## config.mk

```make
export PLATFORM = sky130hd
export DESIGN_NAME = fkm_seq
export DESIGN_NICKNAME = d
export VERILOG_FILES = /design/src/hdl/fkm_pkg.sv /design/src/hdl/fkm_seq.sv
export SDC_FILE = /design/constraint.sdc
export NUM_CORES = 1
export LEC_CHECK = 0
export ABC_AREA = 1
export BUFFER_PORTS_ARGS = -buffer_cell sky130_fd_sc_hd__buf_2
export CAP_MARGIN = 20
export CORE_MARGIN = 3
export CORE_UTILIZATION = 59
export CTS_CLUSTER_DIAMETER = 40
export DETAILED_ROUTE_END_ITERATION = 7
export GPL_TIMING_DRIVEN = 0
export HOLD_SLACK_MARGIN = 0.03
export MAX_ROUTING_LAYER = met4
export PLACE_DENSITY = 0.86
export SLEW_MARGIN = 20
export SYNTH_ARGS = -nofsm -noshare
export SYNTH_HDL_FRONTEND = slang
export SYNTH_SLANG_ARGS = --single-unit
```

## constraint.sdc

```tcl
create_clock -name CLK -period 2.83 [get_ports CLK]
set_clock_uncertainty 0.1 [all_clocks]
set_input_delay 0.283 -clock CLK [delete_from_list [all_inputs] [get_ports CLK]]
set_output_delay 0.283 -clock CLK [all_outputs]
set_load 0.02 [all_outputs]
```

## src/hdl/fkm_pkg.sv

```systemverilog
// Package of constants and types for the flash key and margin sequencer
package fkm_pkg;
  // Register byte offsets
  localparam logic [11:0] OFS_STATUS = 12'h000;
  localparam logic [11:0] OFS_PINDEX = 12'h004;
  localparam logic [11:0] OFS_SECCFG = 12'h008;
  localparam logic [11:0] OFS_MARGIN = 12'h00C;
  localparam logic [11:0] OFS_WORD0 = 12'h010;
  localparam int NUM_WORDS = 6;
  // Status field positions
  localparam int BIT_CMD_COMPLETE_FLAG = 0;
  localparam int BIT_ACCESS_ERROR_FLAG = 1;
  localparam int BIT_PVIOL = 2;
  localparam int BIT_VERR = 3;
  localparam int BIT_VUNC = 4;
  // Security config field positions
  localparam int POS_BACKDOOR_KEY_ENABLE = 0;
  localparam int BIT_SECURED = 2;
  localparam int BIT_LOCKED = 3;
  // Margin field positions
  localparam int POS_PF_MARGIN = 0;
  localparam int POS_EE_MARGIN = 8;
  // Command codes
  localparam logic [7:0] CMD_VERIFY_KEY = 8'h0C;
  localparam logic [7:0] CMD_USER_MARGIN = 8'h0D;
  localparam logic [7:0] CMD_FIELD_MARGIN = 8'h0E;
  // Expected parameter index at launch
  localparam logic [2:0] PIDX_KEY = 3'h4;
  localparam logic [2:0] PIDX_MARGIN = 3'h2;
  // Backdoor enable value that allows key verification
  localparam logic [1:0] BACKDOOR_KEY_ENABLE_ON = 2'h2;
  // Margin settings
  localparam logic [15:0] MRG_NORMAL = 16'h0000;
  localparam logic [15:0] MRG_USER1 = 16'h0001;
  localparam logic [15:0] MRG_USER0 = 16'h0002;
  localparam logic [15:0] MRG_FIELD1 = 16'h0003;
  localparam logic [15:0] MRG_FIELD0 = 16'h0004;
  // Reset values
  localparam logic RST_CMD_COMPLETE_FLAG = 1'b1;
  localparam logic RST_SECURED = 1'b1;
  localparam logic [2:0] RST_MARGIN = 3'h0;
  typedef enum logic [0:0] {FKM_IDLE, FKM_EXEC} fkm_state_t;
  typedef struct packed {
    fkm_state_t state;
    logic cmd_complete_flag;
    logic access_error_flag;
    logic secured;
    logic locked;
    logic [2:0] pidx;
    logic [NUM_WORDS-1:0][15:0] words;
    logic [2:0] pf_margin;
    logic [2:0] ee_margin;
    logic [31:0] prdata;
    logic pslverr;
  } fkm_st_t;
endpackage

```

## src/hdl/fkm_seq.sv

```systemverilog
// Flash key verification and margin level command sequencer, APB slave
// Summary of operation
// - Command 0x0C verifies four backdoor key words
// - Key command needs parameter index 100
// - Key command needs backdoor enable equal 10
// - Key words compared in address order
// - Full key match releases security
// - Mismatch keeps security, errors until reset
// - Key command always ends with complete flag
// - Command 0x0D sets user margin level
// - Margin commands need parameter index 010
// - Margin address must hit a flash block
// - Margin command must suit operating mode
// - User margin accepts settings zero to two
// - Program block margin covers both blocks
// - Valid user margin stored, then complete
// - Command 0x0E field margin, special mode only
// - Field margin also accepts three and four
// - Field margin targeting follows block rules
// - Valid field margin stored, then complete
// - Clearing complete flag launches the command
//
// Added by the designer: the register offsets and the APB interface to the registers.
`timescale 1ns/1ps
`default_nettype none
module fkm_seq
  import fkm_pkg::*;
#(
  parameter logic [23:0] PF_LO = 24'hFC0000,
  parameter logic [23:0] PF_HI = 24'hFFFFFF,
  parameter logic [23:0] EE_LO = 24'h100000,
  parameter logic [23:0] EE_HI = 24'h1003FF
)(
  // Clock and reset
  input wire logic CLK,
  input wire logic RSTN,
  // APB slave
  input wire logic PSEL,
  input wire logic PENABLE,
  input wire logic PWRITE,
  input wire logic [11:0] PADDR,
  input wire logic [31:0] PWDATA,
  output logic [31:0] PRDATA,
  output logic PREADY,
  output logic PSLVERR,
  // Flash configuration field and mode, same clock domain
  input wire logic [63:0] KEY_CFG,
  input wire logic [1:0] KEY_ENABLE,
  input wire logic SPECIAL_MODE,
  // Status and margin outputs
  output logic CMD_COMPLETE,
  output logic ACCESS_ERROR,
  output logic SECURED,
  output logic [2:0] PFLASH_MARGIN,
  output logic [2:0] EEPROM_MARGIN
);
  import fkm_pkg::*;

  localparam fkm_st_t RST_ST = '{
    state: FKM_IDLE, cmd_complete_flag: RST_CMD_COMPLETE_FLAG, access_error_flag: 1'b0, secured: RST_SECURED,
    locked: 1'b0, pidx: 3'h0, words: '0, pf_margin: RST_MARGIN,
    ee_margin: RST_MARGIN, prdata: 32'h0000_0000, pslverr: 1'b0};

  fkm_st_t s_ff;
  fkm_st_t nxt_s;

  function automatic logic in_pflash(input logic [23:0] a);
    in_pflash = (a >= PF_LO) && (a <= PF_HI);
  endfunction

  function automatic logic in_eeprom(input logic [23:0] a);
    in_eeprom = (a >= EE_LO) && (a <= EE_HI);
  endfunction

  // Word slot of an address, NUM_WORDS when not a word register
  function automatic int word_slot(input logic [11:0] a);
    word_slot = NUM_WORDS;
    for (int i = 0; i < NUM_WORDS; i++)
    begin
      if (a == OFS_WORD0 + 12'(4 * i))
        word_slot = i;
    end
  endfunction

  logic setup;
  logic access;
  logic wr;
  logic [7:0] cmd;
  logic [23:0] tgt;
  logic [15:0] level;
  logic key_match;
  logic level_ok;
  logic mode_ok;
  logic err;
  int slot;

  assign setup = PSEL && !PENABLE;
  assign access = PSEL && PENABLE;
  assign wr = access && PWRITE;
  assign cmd = s_ff.words[0][15:8];
  assign tgt = {s_ff.words[0][7:0], s_ff.words[1]};
  assign level = s_ff.words[2];

  always_comb
  begin
    nxt_s = s_ff;
    key_match = 1'b1;
    level_ok = 1'b0;
    mode_ok = 1'b0;
    err = 1'b0;
    slot = word_slot(PADDR);
    // Key word zero against the lowest configuration word
    for (int k = 0; k < 4; k++)
    begin
      if (s_ff.words[k + 1] != KEY_CFG[16 * k +: 16])
        key_match = 1'b0;
    end
    // Read data captured in the setup phase so it leaves a flop
    if (setup)
    begin
      nxt_s.prdata = 32'h0000_0000;
      nxt_s.pslverr = 1'b0;
      if (PADDR == OFS_STATUS)
      begin
        nxt_s.prdata[BIT_CMD_COMPLETE_FLAG] = s_ff.cmd_complete_flag;
        nxt_s.prdata[BIT_ACCESS_ERROR_FLAG] = s_ff.access_error_flag;
        nxt_s.prdata[BIT_PVIOL] = 1'b0;
        nxt_s.prdata[BIT_VERR] = 1'b0;
        nxt_s.prdata[BIT_VUNC] = 1'b0;
      end
      else if (PADDR == OFS_PINDEX)
        nxt_s.prdata[2:0] = s_ff.pidx;
      else if (PADDR == OFS_SECCFG)
      begin
        nxt_s.prdata[POS_BACKDOOR_KEY_ENABLE +: 2] = KEY_ENABLE;
        nxt_s.prdata[BIT_SECURED] = s_ff.secured;
        nxt_s.prdata[BIT_LOCKED] = s_ff.locked;
      end
      else if (PADDR == OFS_MARGIN)
      begin
        nxt_s.prdata[POS_PF_MARGIN +: 3] = s_ff.pf_margin;
        nxt_s.prdata[POS_EE_MARGIN +: 3] = s_ff.ee_margin;
      end
      else if (slot < NUM_WORDS)
        nxt_s.prdata[15:0] = s_ff.words[slot];
      else
        nxt_s.pslverr = 1'b1;
    end
    // Writes; parameter words and index stay frozen while busy
    if (wr && s_ff.state == FKM_IDLE && s_ff.cmd_complete_flag)
    begin
      if (PADDR == OFS_PINDEX)
        nxt_s.pidx = PWDATA[2:0];
      else if (slot < NUM_WORDS)
        nxt_s.words[slot] = PWDATA[15:0];
    end
    if (wr && PADDR == OFS_STATUS)
    begin
      if (PWDATA[BIT_ACCESS_ERROR_FLAG])
        nxt_s.access_error_flag = 1'b0;
      // Writing one to the complete flag clears it and launches
      if (PWDATA[BIT_CMD_COMPLETE_FLAG] && s_ff.cmd_complete_flag)
      begin
        nxt_s.cmd_complete_flag = 1'b0;
        nxt_s.access_error_flag = 1'b0;
        nxt_s.state = FKM_EXEC;
      end
    end
    if (s_ff.state == FKM_EXEC)
    begin
      unique case (cmd)
        CMD_VERIFY_KEY:
        begin
          if (s_ff.pidx != PIDX_KEY)
            err = 1'b1;
          else if (KEY_ENABLE != BACKDOOR_KEY_ENABLE_ON)
            err = 1'b1;
          else if (s_ff.locked)
            err = 1'b1;
          else if (key_match)
            nxt_s.secured = 1'b0;
          else
          begin
            nxt_s.locked = 1'b1;
            err = 1'b1;
          end
        end
        CMD_USER_MARGIN, CMD_FIELD_MARGIN:
        begin
          // User margin runs in every mode, field margin needs special
          mode_ok = (cmd == CMD_USER_MARGIN) || SPECIAL_MODE;
          level_ok = (level == MRG_NORMAL) || (level == MRG_USER1) ||
                     (level == MRG_USER0);
          if (cmd == CMD_FIELD_MARGIN && (level == MRG_FIELD1 ||
              level == MRG_FIELD0))
            level_ok = 1'b1;
          if (s_ff.pidx != PIDX_MARGIN)
            err = 1'b1;
          else if (!in_pflash(tgt) && !in_eeprom(tgt))
            err = 1'b1;
          else if (!mode_ok)
            err = 1'b1;
          else if (!level_ok)
            err = 1'b1;
          else
          begin
            // No separate program-only level exists
            nxt_s.ee_margin = level[2:0];
            if (in_pflash(tgt))
              nxt_s.pf_margin = level[2:0];
          end
        end
        default:
          err = 1'b1;
      endcase
      // A software clear in this cycle loses only to a new error
      nxt_s.access_error_flag = nxt_s.access_error_flag | err;
      nxt_s.cmd_complete_flag = 1'b1;
      nxt_s.state = FKM_IDLE;
    end
  end

  always_ff @(posedge CLK)
  begin
    if (!RSTN)
      s_ff <= RST_ST;
    else
      s_ff <= nxt_s;
  end

  // Zero wait states: answer on the first access cycle
  assign PREADY = access;
  assign PRDATA = s_ff.prdata;
  assign PSLVERR = s_ff.pslverr && access;
  assign CMD_COMPLETE = s_ff.cmd_complete_flag;
  assign ACCESS_ERROR = s_ff.access_error_flag;
  assign SECURED = s_ff.secured;
  assign PFLASH_MARGIN = s_ff.pf_margin;
  assign EEPROM_MARGIN = s_ff.ee_margin;

  logic launch;
  logic is_key;
  logic is_mrg;
  assign launch = wr && PADDR == OFS_STATUS && PWDATA[BIT_CMD_COMPLETE_FLAG] && s_ff.cmd_complete_flag;
  assign is_key = s_ff.state == FKM_EXEC && cmd == CMD_VERIFY_KEY;
  assign is_mrg = s_ff.state == FKM_EXEC &&
                  (cmd == CMD_USER_MARGIN || cmd == CMD_FIELD_MARGIN);
endmodule
`default_nettype wire

```

==> key figures, run 1 <==
Setup path
  • Flop-to-flop setup slack: a little under 0.3 ns
  • Critical path data required time: roughly 3 ns
  • CP max stage cell: nor4_2
  • Reg2reg end: PFLASH_MARGIN[1]
  • R2R Path Start: cmd[4]
  • CP Data Arrival Time: about 2.7 ns
  • Slowest stage delay, CP: 0.46 ns
  • CP Cell Sequence: nor4_2, nand4_1, o21ai_0, nand2_1, nor3_2, nand3_1, o21ai_0, a21oi_1
  • Top cell by count, worst path: o21ai_0
  • CP delay by family, top: simple AND/OR/NAND/NOR gates
  • Worst Setup Path Type: flop to flop
  • Worst Path Max Fanout: 6
  • CP Capture Type: flop
  • Critical path buffer and inverter count: 0
  • Reg2reg path depth: 8
  • Startpoint Class: flop

Die
  • IO Pins: 159
  • Initial Utilization: about three fifths
  • Die width: roughly 120 um
  • Die Span Y: around 120 um
  • Row count: 39
  • Die area: around 13000 um^2
  • Core Box Area: ~12000 um^2

Global route
  • Initial antenna violation count: 0
  • Overflow after GRT: 0
  • Number of global-route vias before repair: between 7000 and 8000
  • GR Util All Layers: 36.7%
  • Largest net degree at the start of global routing: 17
  • Global-route wire length before repair: 36400 um

Hold path
  • Hold Path Sink: s_ff[124]
  • Min-Delay Path Depth: 3
  • Hold Path Class: input port to flop
  • Hold_sp: PWDATA[5]

CTS
  • Clock Pin Slew Worst Setup and Hold Paths: roughly 0.060 ns
  • Post-CTS resize count: 0
  • CTS tree: done
  • CTS Root Cell: clkbuf_16
  • Clk buf depth: 2
  • Htree depth: 4
  • Latest clock arrival within the worst-skew pair: 0.43 ns
  • Post-CTS Setup Inserts: 0
  • Cts bufs inserted: 17
  • Hold Buf Count CTS: 0
  • Clock sinks: approximately 130

Job
  • Max Cap Violations: 0

Synthesis
  • Asr flop ratio synth: 0%
  • XOR/XNOR Fraction of Synth Area: under 10%
  • Syn_area_per_cell: 6.92 um^2
  • Post-Synth Simple-Gate Area: approximately 25%
  • Synth Register Bits: 127
  • Yosys warns: 0
  • Post-synthesis sequential area ratio: 35.7%
  • Mux cell area share after synthesis: 0%
  • Largest cells by area after synthesis: dfxtp_1 36%, nand2_1 8.7%, a21oi_1 6.7%
  • Post-synth design cell area: roughly 7000 um^2
  • Largest family of logic cells by synthesized area: simple AND/OR/NAND/NOR gates
  • Compound-cell area share of the yosys netlist: a little over a fifth
  • EDFF count, synth: 0
  • Leading area contributor after synthesis: dfxtp_1
  • Top cell type's share of synthesized area: a little over a third
  • Cells after synthesis: around 1000
  • Fraction of the mapped netlist area in adder cells: 0%
  • Yosys cell types: 34
  • Main synth FF type: dfxtp_1

Timing
  • Worst rel slew slack: 61.1%
  • Slew @ Worst Pin: between 0.5 and 0.6 ns
  • Final Max Slew Viols: 0
  • Final setup fails: 0
  • Fmax: between 300 and 400 MHz
  • Min Tclk post-route: between 2 and 3 ns
  • Final Hold Viols: 0
  • Hold WS: roughly 0.048 ns
  • Tcrit/Tclk final: between 80% and 90%
  • TNS Setup: 0 ns
  • RSZ-0062 raised after global routing: no

Drt
  • DR vias: between 7000 and 8000
  • Final ANT Viol Nets: 0
  • Drt drc: 0
  • Detailed Routing Iterations Pass 1: 6
  • Drt total wl: 23600 um
  • Post-DR vias/cell: about 5.9
  • Wire length per cell: 17.5 um
  • Initial DRC Count: just over 900

Power
  • Combinational share of power: under 10%
  • P_int: between 0.003 and 0.004 W
  • Leak Pwr: roughly 3.7 nW
  • Max IR drop VDD: roughly 0.35 mV
  • Reg power frac: a little over two fifths
  • Pwr dens: about 490 nW/um^2
  • Switching power: slightly above 0.001 W
  • Clock share of power: about half
  • Power Total: approximately 0.0042 W
  • Switch share: between 20% and 30%

Finish
  • Fin cells: approximately 1300
  • Synth-to-layout area growth: 20.0%
  • Commonest non-fill, non-tap cells in the layout: 166 x nand2_1, 138 x buf_2, 127 x dfxtp_1, 116 x inv_1, 95 x a21oi_1
  • Commonest non-fill, non-tap cell in the layout: nand2_1
  • Layout net count: roughly 1300
  • Layout cells sized above 1: around 23%
  • Design area: 8560 um^2

Placed design
  • Cells after DPL: approximately 1300
  • GPL Wtd Cong: ~1
  • Port Buffers: 125
  • Placed inst area: 7990 um^2
  • Post-DP HPWL: 18200 um

Outcome
  • Status: finished, final reports clean
worst max path at each step:
stage | slack (ns) | to | start | cells after the start
after detailed placement | 0.31 | PRDATA[9] | PADDR[8] | 13
after CTS | 0.40 | PFLASH_MARGIN[1] | cmd[4] | 8
after floorplan | 0.98 | PFLASH_MARGIN[0] | cmd[4] | 8
after global routing | 0.15 | PFLASH_MARGIN[0] | cmd[4] | 8
after global placement | 0.34 | PRDATA[9] | PADDR[9] | 13
final | 0.29 | PFLASH_MARGIN[1] | cmd[4] | 8
final cells by class:
class / count / area [um^2]
multi-input cells: 711 / 3650
fillers: 951 / 3060
flip-flops and latches: 127 / 2540
repair buffers: 125 / 626
plain buffers: 83 / 531
inverters: 124 / 465
clock buffers: 19 / 453
well taps: 143 / 179
clock inverters: 13 / 113
diodes: 1 / 2.50
power groups by stage:
stage / clock (W) / sequential, W / combinational [W]
2_1_floorplan: 0 / 0.00183 / 0.000150
3_3_place_gp: 0 / 0.00183 / 0.000280
3_5_place_dp: 0 / 0.00183 / 0.000284
4_1_cts: 0.00208 / 0.00179 / 0.000286
5_1_grt: 0.00217 / 0.00179 / 0.000318
6_report: 0.00210 / 0.00179 / 0.000293
Yosys cell counts, types with 2 or more instances:
master	n
inv_2	7
nor4_1	11
or2_2	32
buf_6	4
nor2_2	7
buf_2	13
nand3_1	48
o211ai_1	19
nor2_1	77
xnor2_1	24
inv_1	116
nand3_2	3
o21ai_0	64
xor2_1	2
dfxtp_1	127
nand4_1	24
buf_4	46
nor2_4	5
o2111ai_1	4
a21oi_1	95
buf_1	3
a211oi_1	33
nand2_1	166
clkbuf_1	17
o21ai_1	63
nor3_1	11
nor3_2	2
layer usage:
layer  part of all wire, %  GRT usage, %  up-vias
met5                     0             -        -
met4                   5.2          19.8        0
met3                    10          6.95      104
met2                    46          56.3      497
met1                    38          45.7     3602
li1                      -             -     3709
metrics by stage:
stage	util (%)	setup WS, ns
floorplan	-	0.976
global placement	68.8	0.336
detailed placement	68.8	0.311
CTS	73.7	0.396
global route	73.7	0.155
finish	73.7	0.295
tightest hold or removal path, stage by stage:
cell,delay (ns)
buf_2,0.10
nor2_1,0.09
a211oi_1,0.05
registers in the layout, summed over array words and instances (netlist names):
register and count:
cmd 8, PFLASH_MARGIN 3, PRDATA 16, level 16, s_ff 78, ACCESS_ERROR 1, SECURED 1, EEPROM_MARGIN 3
CMD_COMPLETE 1
logic make-up after synthesis:
group                     after synthesis
DFF                                   127
other                                   1
buffers and inverters                 207
xor gates and xnor gates               26
and+or+nand+nor                       389
AOI/OAI and AO/OA                     280
Power figures use the tool's default switching activity.
==> run 2, diff against run 1 <==
- CORE_ASPECT_RATIO: unset -> 0.9
==> key figures, run 2 (same netlist as run 1, synthesis figures left out) <==
Outcome
  • Status: finished, final reports clean

Finish
  • Layout Utilization: 73.7% (about the same)
  • Commonest non-fill, non-tap cells in the layout: 166 x nand2_1, 138 x buf_2, 127 x dfxtp_1, 116 x inv_1, 95 x a21oi_1
  • Fill cell count: 1005 (+5.7%)
  • Synth-to-layout area growth: 20.2%
  • Reg with most FFs: s_ff
  • Antenna Cells: 0 (-1)
  • Layout cells sized above 1: 23.0% (-0.23 points)
  • Commonest non-fill, non-tap cell in the layout: nand2_1
  • Max reg flops: 78 (unchanged)
  • Layout net count: 1305 (unchanged)

Setup path
  • CP Capture Type: flop
  • R2R Path Start: cmd[4]
  • Flop-to-flop setup slack: 0.38 ns (+0.09 ns)
  • Reg2reg path depth: 8 (unchanged)
  • Worst Setup Path Type: flop to flop
  • CP Data Arrival Time: 2.65 ns (-0.09 ns)
  • Critical path data required time: 3.03 ns (about the same)
  • Reg2reg end: PFLASH_MARGIN[0]
  • Startpoint Class: flop
  • Worst Path Max Fanout: 6 (unchanged)

Timing
  • Tcrit/Tclk final: 86.5% (-3.1 points)
  • Final Max Slew Viols: 0 (unchanged)
  • Worst rel slew slack: 57.0% (-4.0 points)
  • Slack of the critical path: 0.383 ns (+0.0877 ns)
  • Final setup fails: 0 (unchanged)
  • TNS Setup: 0 ns (unchanged)
  • Hold WS: 0.0480 ns (+0.000190 ns)
  • Slew @ Worst Pin: 0.644 ns (+0.0601 ns)
  • Final Hold Viols: 0 (unchanged)
  • RSZ-0062 raised after global routing: no
  • Min Tclk post-route: 2.45 ns (-0.0877 ns)
  • Fmax: 409 MHz (+3.6%)

Power
  • P_int: 0.00321 W (+1.8%)
  • Clock share of power: 50.3% (about the same)
  • Pwr dens: 491 nW/um^2 (+0.44%)
  • Combinational share of power: 7.1% (about the same)
  • Switching power: 0.00100 W (-3.0%)
  • Max IR drop VDD: 0.476 mV (+35%)
  • Leak Pwr: 3.65 nW (about the same)
  • Switch share: 23.8% (-0.88 points)
  • Reg power frac: 42.6% (-0.2 points)

CTS
  • Latest clock arrival within the worst-skew pair: 0.42 ns (about the same)
  • Cts bufs inserted: 17 (unchanged)
  • CTS tree: done
  • Clk buf depth: 2 (unchanged)
  • Clock Pin Slew Worst Setup and Hold Paths: 0.06 ns (about the same)
  • Hold Buf Count CTS: 0 (unchanged)
  • Htree depth: 4 (unchanged)
  • Clock sinks: 127 (unchanged)
  • CTS Root Cell: clkbuf_16
  • Post-CTS resize count: 0 (unchanged)
  • Post-CTS Setup Inserts: 0 (unchanged)

Global route
  • Largest net degree at the start of global routing: 17 (unchanged)
  • M2 GR Usage: 58.8% (+2.5 points)
  • Gr busiest metal: met2
  • Met1 usage: 47.3% (+1.5 points)
  • Number of global-route vias before repair: 7171 (+1.2%)
  • Global-route wire length before repair: 37600 um (+3.5%)
  • GR Util All Layers: 38.4% (+1.7 points)
  • Initial antenna violation count: 0 (unchanged)
  • Overflow after GRT: 0 (unchanged)
  • Met3 usage: 9.44% (+2.5 points)

Die
  • Die area: 13400 um^2 (about the same)
  • Row count: 37 (-5.1%)
  • Die width: 122 um (+5.1%)
  • Core Box Area: 11600 um^2 (about the same)
  • IO Pins: 159 (unchanged)
  • Die Span Y: 110 um (-4.9%)
  • Initial Utilization: 61.3% (about the same)

Drt
  • Final ANT Viol Nets: 0 (unchanged)
  • Drt drc: 0 (unchanged)
  • Post-DR vias/cell: 5.80 (-1.3%)
  • DR vias: 7874 (-0.48%)
  • Detailed Routing Iterations Pass 1: 6 (unchanged)
  • Drt total wl: 24900 um (+5.3%)
  • Wire length per cell: 18.3 um (+4.4%)
  • Initial DRC Count: 928 (+2.0%)

Placed design
  • Post-DP HPWL: 19300 um (+5.6%)
  • Worst slack, placed: 0.374 ns (+0.0630 ns)
  • Port Buffers: 125 (unchanged)
  • GPL Wtd Cong: 1.01 (+4.0%)

Hold path
  • Min-Delay Path Depth: 3 (unchanged)
  • Hold Path Sink: s_ff[132]
  • Hold_sp: PWDATA[13]
  • Hold Path Class: input port to flop

Job
  • Max Cap Violations: 0 (unchanged)
## run 2: cell count changes in the layout (fill, tap and decap cells not counted)
| cell | previous run | this run |
|---|---|---|
| clkbuf_8 | 2 | 1 |
| diode_2 | 1 | 0 |
| inv_6 | 2 | 0 |
| bufinv_16 | 1 | 2 |
| clkbuf_1 | 17 | 19 |
| clkinvlp_4 | 6 | 5 |
## run 2: area by class of cell
cell class                 instances  area, um^2  area share (%)
clock inverter                    11         118            1.37
tap                              156         195            2.28
clock buffer                      20         447            5.21
buffer                            83         531            6.19
timing repair buffer             125         626            7.30
multi-input combinational        711        3650            42.5
sequential                       127        2540            29.7
inverter                         124         465            5.43
## run 2: critical path, stage by stage (launching register included)
cell	delay, ns
dfxtp_1	0.34
nor4_2	0.42
nand4_1	0.20
o21ai_0	0.20
nand2_1	0.08
nor3_2	0.33
nand3_1	0.29
o21ai_0	0.30
a21oi_1	0.07
## run 2: how the worst max path moves through the flow
stage                       end     start  depth (start not counted)
2_1_floorplan  PFLASH_MARGIN[0]    cmd[4]                          8
3_3_place_gp          PRDATA[8]  PADDR[0]                         14
3_5_place_dp          PRDATA[8]  PADDR[0]                         14
4_1_cts        PFLASH_MARGIN[0]    cmd[4]                          8
5_1_grt        PFLASH_MARGIN[0]    cmd[4]                          8
6_report       PFLASH_MARGIN[0]    cmd[4]                          8
## run 2: metal layers
metal | up-vias | part of all wire (%)
li1 | 3700 | -
met4 | 0 | 5.5
met3 | 97 | 12
met1 | 3554 | 38
met2 | 523 | 44
met5 | - | 0
## run 2: stage by stage
stage	power (W)	cells	area [um^2]
after floorplan	0.00198	1045	7180
after global placement	0.00212	1326	8010
after detailed placement	0.00212	1326	8010
after CTS	0.00418	1357	8570
after global routing	0.00431	1357	8570
final	0.00421	1357	8570
## run 2: power by group through the flow
| stage | logic (W) | registers, W | clock network, W |
|---|---|---|---|
| floorplan | 0.000150 | 0.00183 | 0 |
| global placement | 0.000286 | 0.00183 | 0 |
| detailed placement | 0.000288 | 0.00183 | 0 |
| CTS | 0.000290 | 0.00179 | 0.00210 |
| global route | 0.000324 | 0.00179 | 0.00219 |
| finish | 0.000299 | 0.00179 | 0.00212 |
==> run 3, diff against run 2 <==
- ABC_AREA: 1 -> 0
==> key figures, run 3 <==
Timing
  • Tcrit/Tclk final: 97.4% (+11 points)
  • Slew @ Worst Pin: 1.12 ns (+0.473 ns)
  • Min Tclk post-route: 2.76 ns (+0.308 ns)
  • Final Hold Viols: 0 (unchanged)
  • Worst rel slew slack: 24.9% (-32 points)
  • RSZ-0062 raised after global routing: no
  • Fmax: 363 MHz (-11%)
  • Final Max Slew Viols: 0 (unchanged)
  • TNS Setup: 0 ns (unchanged)
  • Hold WS: 0.0822 ns (+0.0342 ns)
  • Final setup fails: 0 (unchanged)
  • Slack of the critical path: 0.0743 ns (-0.308 ns)

Synthesis
  • Post-synthesis sequential area ratio: 37.3% (+1.7 points)
  • Largest family of logic cells by synthesized area: simple AND/OR/NAND/NOR gates
  • Largest cells by area after synthesis: dfxtp_1 37%, nand2_1 9.2%, mux2i_1 7.5%
  • Count leader, synth: nand2_1
  • EDFF count, synth: 0 (unchanged)
  • Asr flop ratio synth: 0% (unchanged)
  • Post-Synth Simple-Gate Area: 23.2% (-2.2 points)
  • Yosys cell types: 63 (+85%)
  • Post-synth design cell area: 6810 um^2 (-4.5%)
  • Fraction of the mapped netlist area in adder cells: 0% (unchanged)
  • XOR/XNOR Fraction of Synth Area: 7.46% (+4.3 points)
  • Leading area contributor after synthesis: dfxtp_1
  • Synth Register Bits: 127 (unchanged)
  • Main synth FF type: dfxtp_1
  • Synth cell count leaders: 167 x nand2_1, 127 x dfxtp_1, 84 x a21oi_1, 59 x nor2_1, 52 x xor2_1
  • Syn_area_per_cell: 8.36 um^2 (+21%)
  • Cells after synthesis: 814 (-21%)
  • Compound-cell area share of the yosys netlist: 12.3% (-9.5 points)
  • Yosys warns: 0 (unchanged)
  • Top cell type's share of synthesized area: 37.3% (+1.7 points)
  • Mux cell area share after synthesis: 11.6% (+12 points)

Drt
  • Drt drc: 0 (unchanged)
  • Final ANT Viol Nets: 0 (unchanged)
  • Wire length per cell: 20.8 um (+14%)
  • Initial DRC Count: 830 (-11%)
  • Detailed Routing Iterations Pass 1: 8 (+2)
  • DR vias: 6847 (-13%)
  • Drt total wl: 23700 um (-4.8%)
  • Post-DR vias/cell: 6.03 (+4.0%)

Job
  • Max Cap Violations: 0 (unchanged)

CTS
  • Clock Pin Slew Worst Setup and Hold Paths: 0.06 ns (about the same)
  • Hold Buf Count CTS: 0 (unchanged)
  • Latest clock arrival within the worst-skew pair: 0.43 ns (about the same)
  • Post-CTS resize count: 0 (unchanged)
  • Clock sinks: 127 (unchanged)
  • CTS Root Cell: clkbuf_16
  • Htree depth: 4 (unchanged)
  • CTS tree: done
  • Clk buf depth: 2 (unchanged)
  • Cts bufs inserted: 17 (unchanged)
  • Post-CTS Setup Inserts: 0 (unchanged)

Setup path
  • CP Cell Sequence: clkbuf_1, o22ai_1, or4_1, nor4_1, nand3_1, a32o_1
  • Worst Path Max Fanout: 8 (+2)
  • CP delay by family, top: simple AND/OR/NAND/NOR gates
  • Reg2reg path depth: 6 (-2)
  • Flop-to-flop setup slack: 0.07 ns (-0.31 ns)
  • Startpoint Class: flop
  • Critical path data required time: 3.05 ns (+0.02 ns)
  • Critical Path Source: level[2]
  • Critical path buffer and inverter count: 1 (+1)
  • CP max stage cell: or4_1
  • Crit path depth: 6 (-2)
  • Worst Setup Path Type: flop to flop
  • CP Capture Type: flop
  • Slowest stage delay, CP: 0.56 ns (+0.14 ns)
  • CP Data Arrival Time: 2.98 ns (+0.33 ns)
  • R2R Path Start: level[2]

Placed design
  • Post-DP HPWL: 17800 um (-7.4%)
  • Port Buffers: 121 (-3.2%)
  • GPL Wtd Cong: 1.06 (+4.9%)
  • Worst slack, placed: 0.182 ns (-0.191 ns)
  • Cells after DPL: 1102 (-17%)

Die
  • Die Span Y: 108 um (-2.1%)
  • Die area: 12900 um^2 (-4.3%)
  • Initial Utilization: 61.7% (+0.35 points)
  • IO Pins: 159 (unchanged)
  • Core Box Area: 11000 um^2 (-5.0%)
  • Row count: 36 (-2.7%)
  • Die width: 119 um (-2.2%)

Power
  • Leak Pwr: 3.59 nW (-1.6%)
  • Pwr dens: 543 nW/um^2 (+11%)
  • Max IR drop VDD: 0.453 mV (-4.8%)
  • Power Total: 0.00451 W (+7.3%)

Finish
  • Commonest non-fill, non-tap cells in the layout: 167 x nand2_1, 133 x buf_2, 127 x dfxtp_1, 84 x a21oi_1, 59 x nor2_1
  • Layout net count: 1085 (-17%)
  • Fill cell count: 858 (-15%)
  • Commonest non-fill, non-tap cell in the layout: nand2_1
  • Fin cells: 1135 (-16%)
  • Layout cells sized above 1: 24.2% (+1.3 points)
  • Reg with most FFs: s_ff
  • Max reg flops: 78 (unchanged)
  • Synth-to-layout area growth: 21.9%

Global route
  • Overflow after GRT: 0 (unchanged)
  • Initial antenna violation count: 1 (+1)
  • Number of global-route vias before repair: 6333 (-12%)
  • Largest net degree at the start of global routing: 17 (unchanged)
  • GR Util All Layers: 38.1% (-0.32 points)
  • Global-route wire length before repair: 35800 um (-4.9%)

Outcome
  • Status: finished, final reports clean

Hold path
  • Min-Delay Path Depth: 3 (unchanged)
  • Hold Path Class: input port to flop
  • Hold_sp: PWDATA[12]
run 3: changes by cell type after synthesis, sizes merged, moves of 11 or more:
cell	change
inv	-114
xor2	+50
a211oi	-28
mux4	+11
nor2	-28
or2	-31
o21ai	-115
a21oi	-11
mux2i	+51
xnor2	-18
nand3	-32
nor4	+13
nand4	-18
run 3: worst register-to-register path: stages, from the launching register on:
cell and delay [ns]:
dfxtp_1 0.31, clkbuf_1 0.47, o22ai_1 0.17, or4_1 0.56
nor4_1 0.54, nand3_1 0.25, a32o_1 0.26
run 3: power breakdown:
part           internal [W]  switching, W
logic              0.000118      0.000217
registers           0.00179    0.00000203
clock network       0.00152      0.000859
run 3: cell type report:
| cell class | instances | area (um^2) | share of cell area, % |
|---|---|---|---|
| well taps | 152 | 190 | 2.29 |
| plain buffers | 84 | 510 | 6.15 |
| inverters | 10 | 37.5 | 0.452 |
| diodes | 1 | 2.50 | 0.0301 |
| multi-input cells | 608 | 3770 | 45.5 |
| flip-flops and latches | 127 | 2540 | 30.6 |
| clock buffers | 19 | 453 | 5.46 |
| repair buffers | 121 | 606 | 7.30 |
| clock inverters | 13 | 185 | 2.23 |
run 3: worst paths after layout:
check | endpoint
worst max register to register | ACCESS_ERROR
worst min-delay path | s_ff[67]
worst min register to register | s_ff[0]
worst max-delay path | ACCESS_ERROR
run 3: through the flow:
step | instance area, um^2 | util, %
final | 8300 | 75.2
after global routing | 8300 | 75.2
after CTS | 8300 | 75.2
after detailed placement | 7660 | 69.4
after global placement | 7660 | 69.4
after floorplan | 6860 | -
run 3: per-layer routing:
layer / vias up / GRT usage (%) / share of wire [%]
met3: 76 / 16.4 / 16
met1: 3191 / 47.7 / 38
met5: - / - / 0
met4: 0 / 16.5 / 3.8
li1: 3092 / - / -
met2: 488 / 53.6 / 43
run 3: cells by family (layout without fill, tap and decap cells):
logic type	after synthesis	after routing
other	1	17
XOR/XNOR	58	58
AND/OR/NAND/NOR	329	329
AO/OA/AOI/OAI	140	140
buffers and inverters	94	247
flip-flops	127	127
multiplexers	65	65
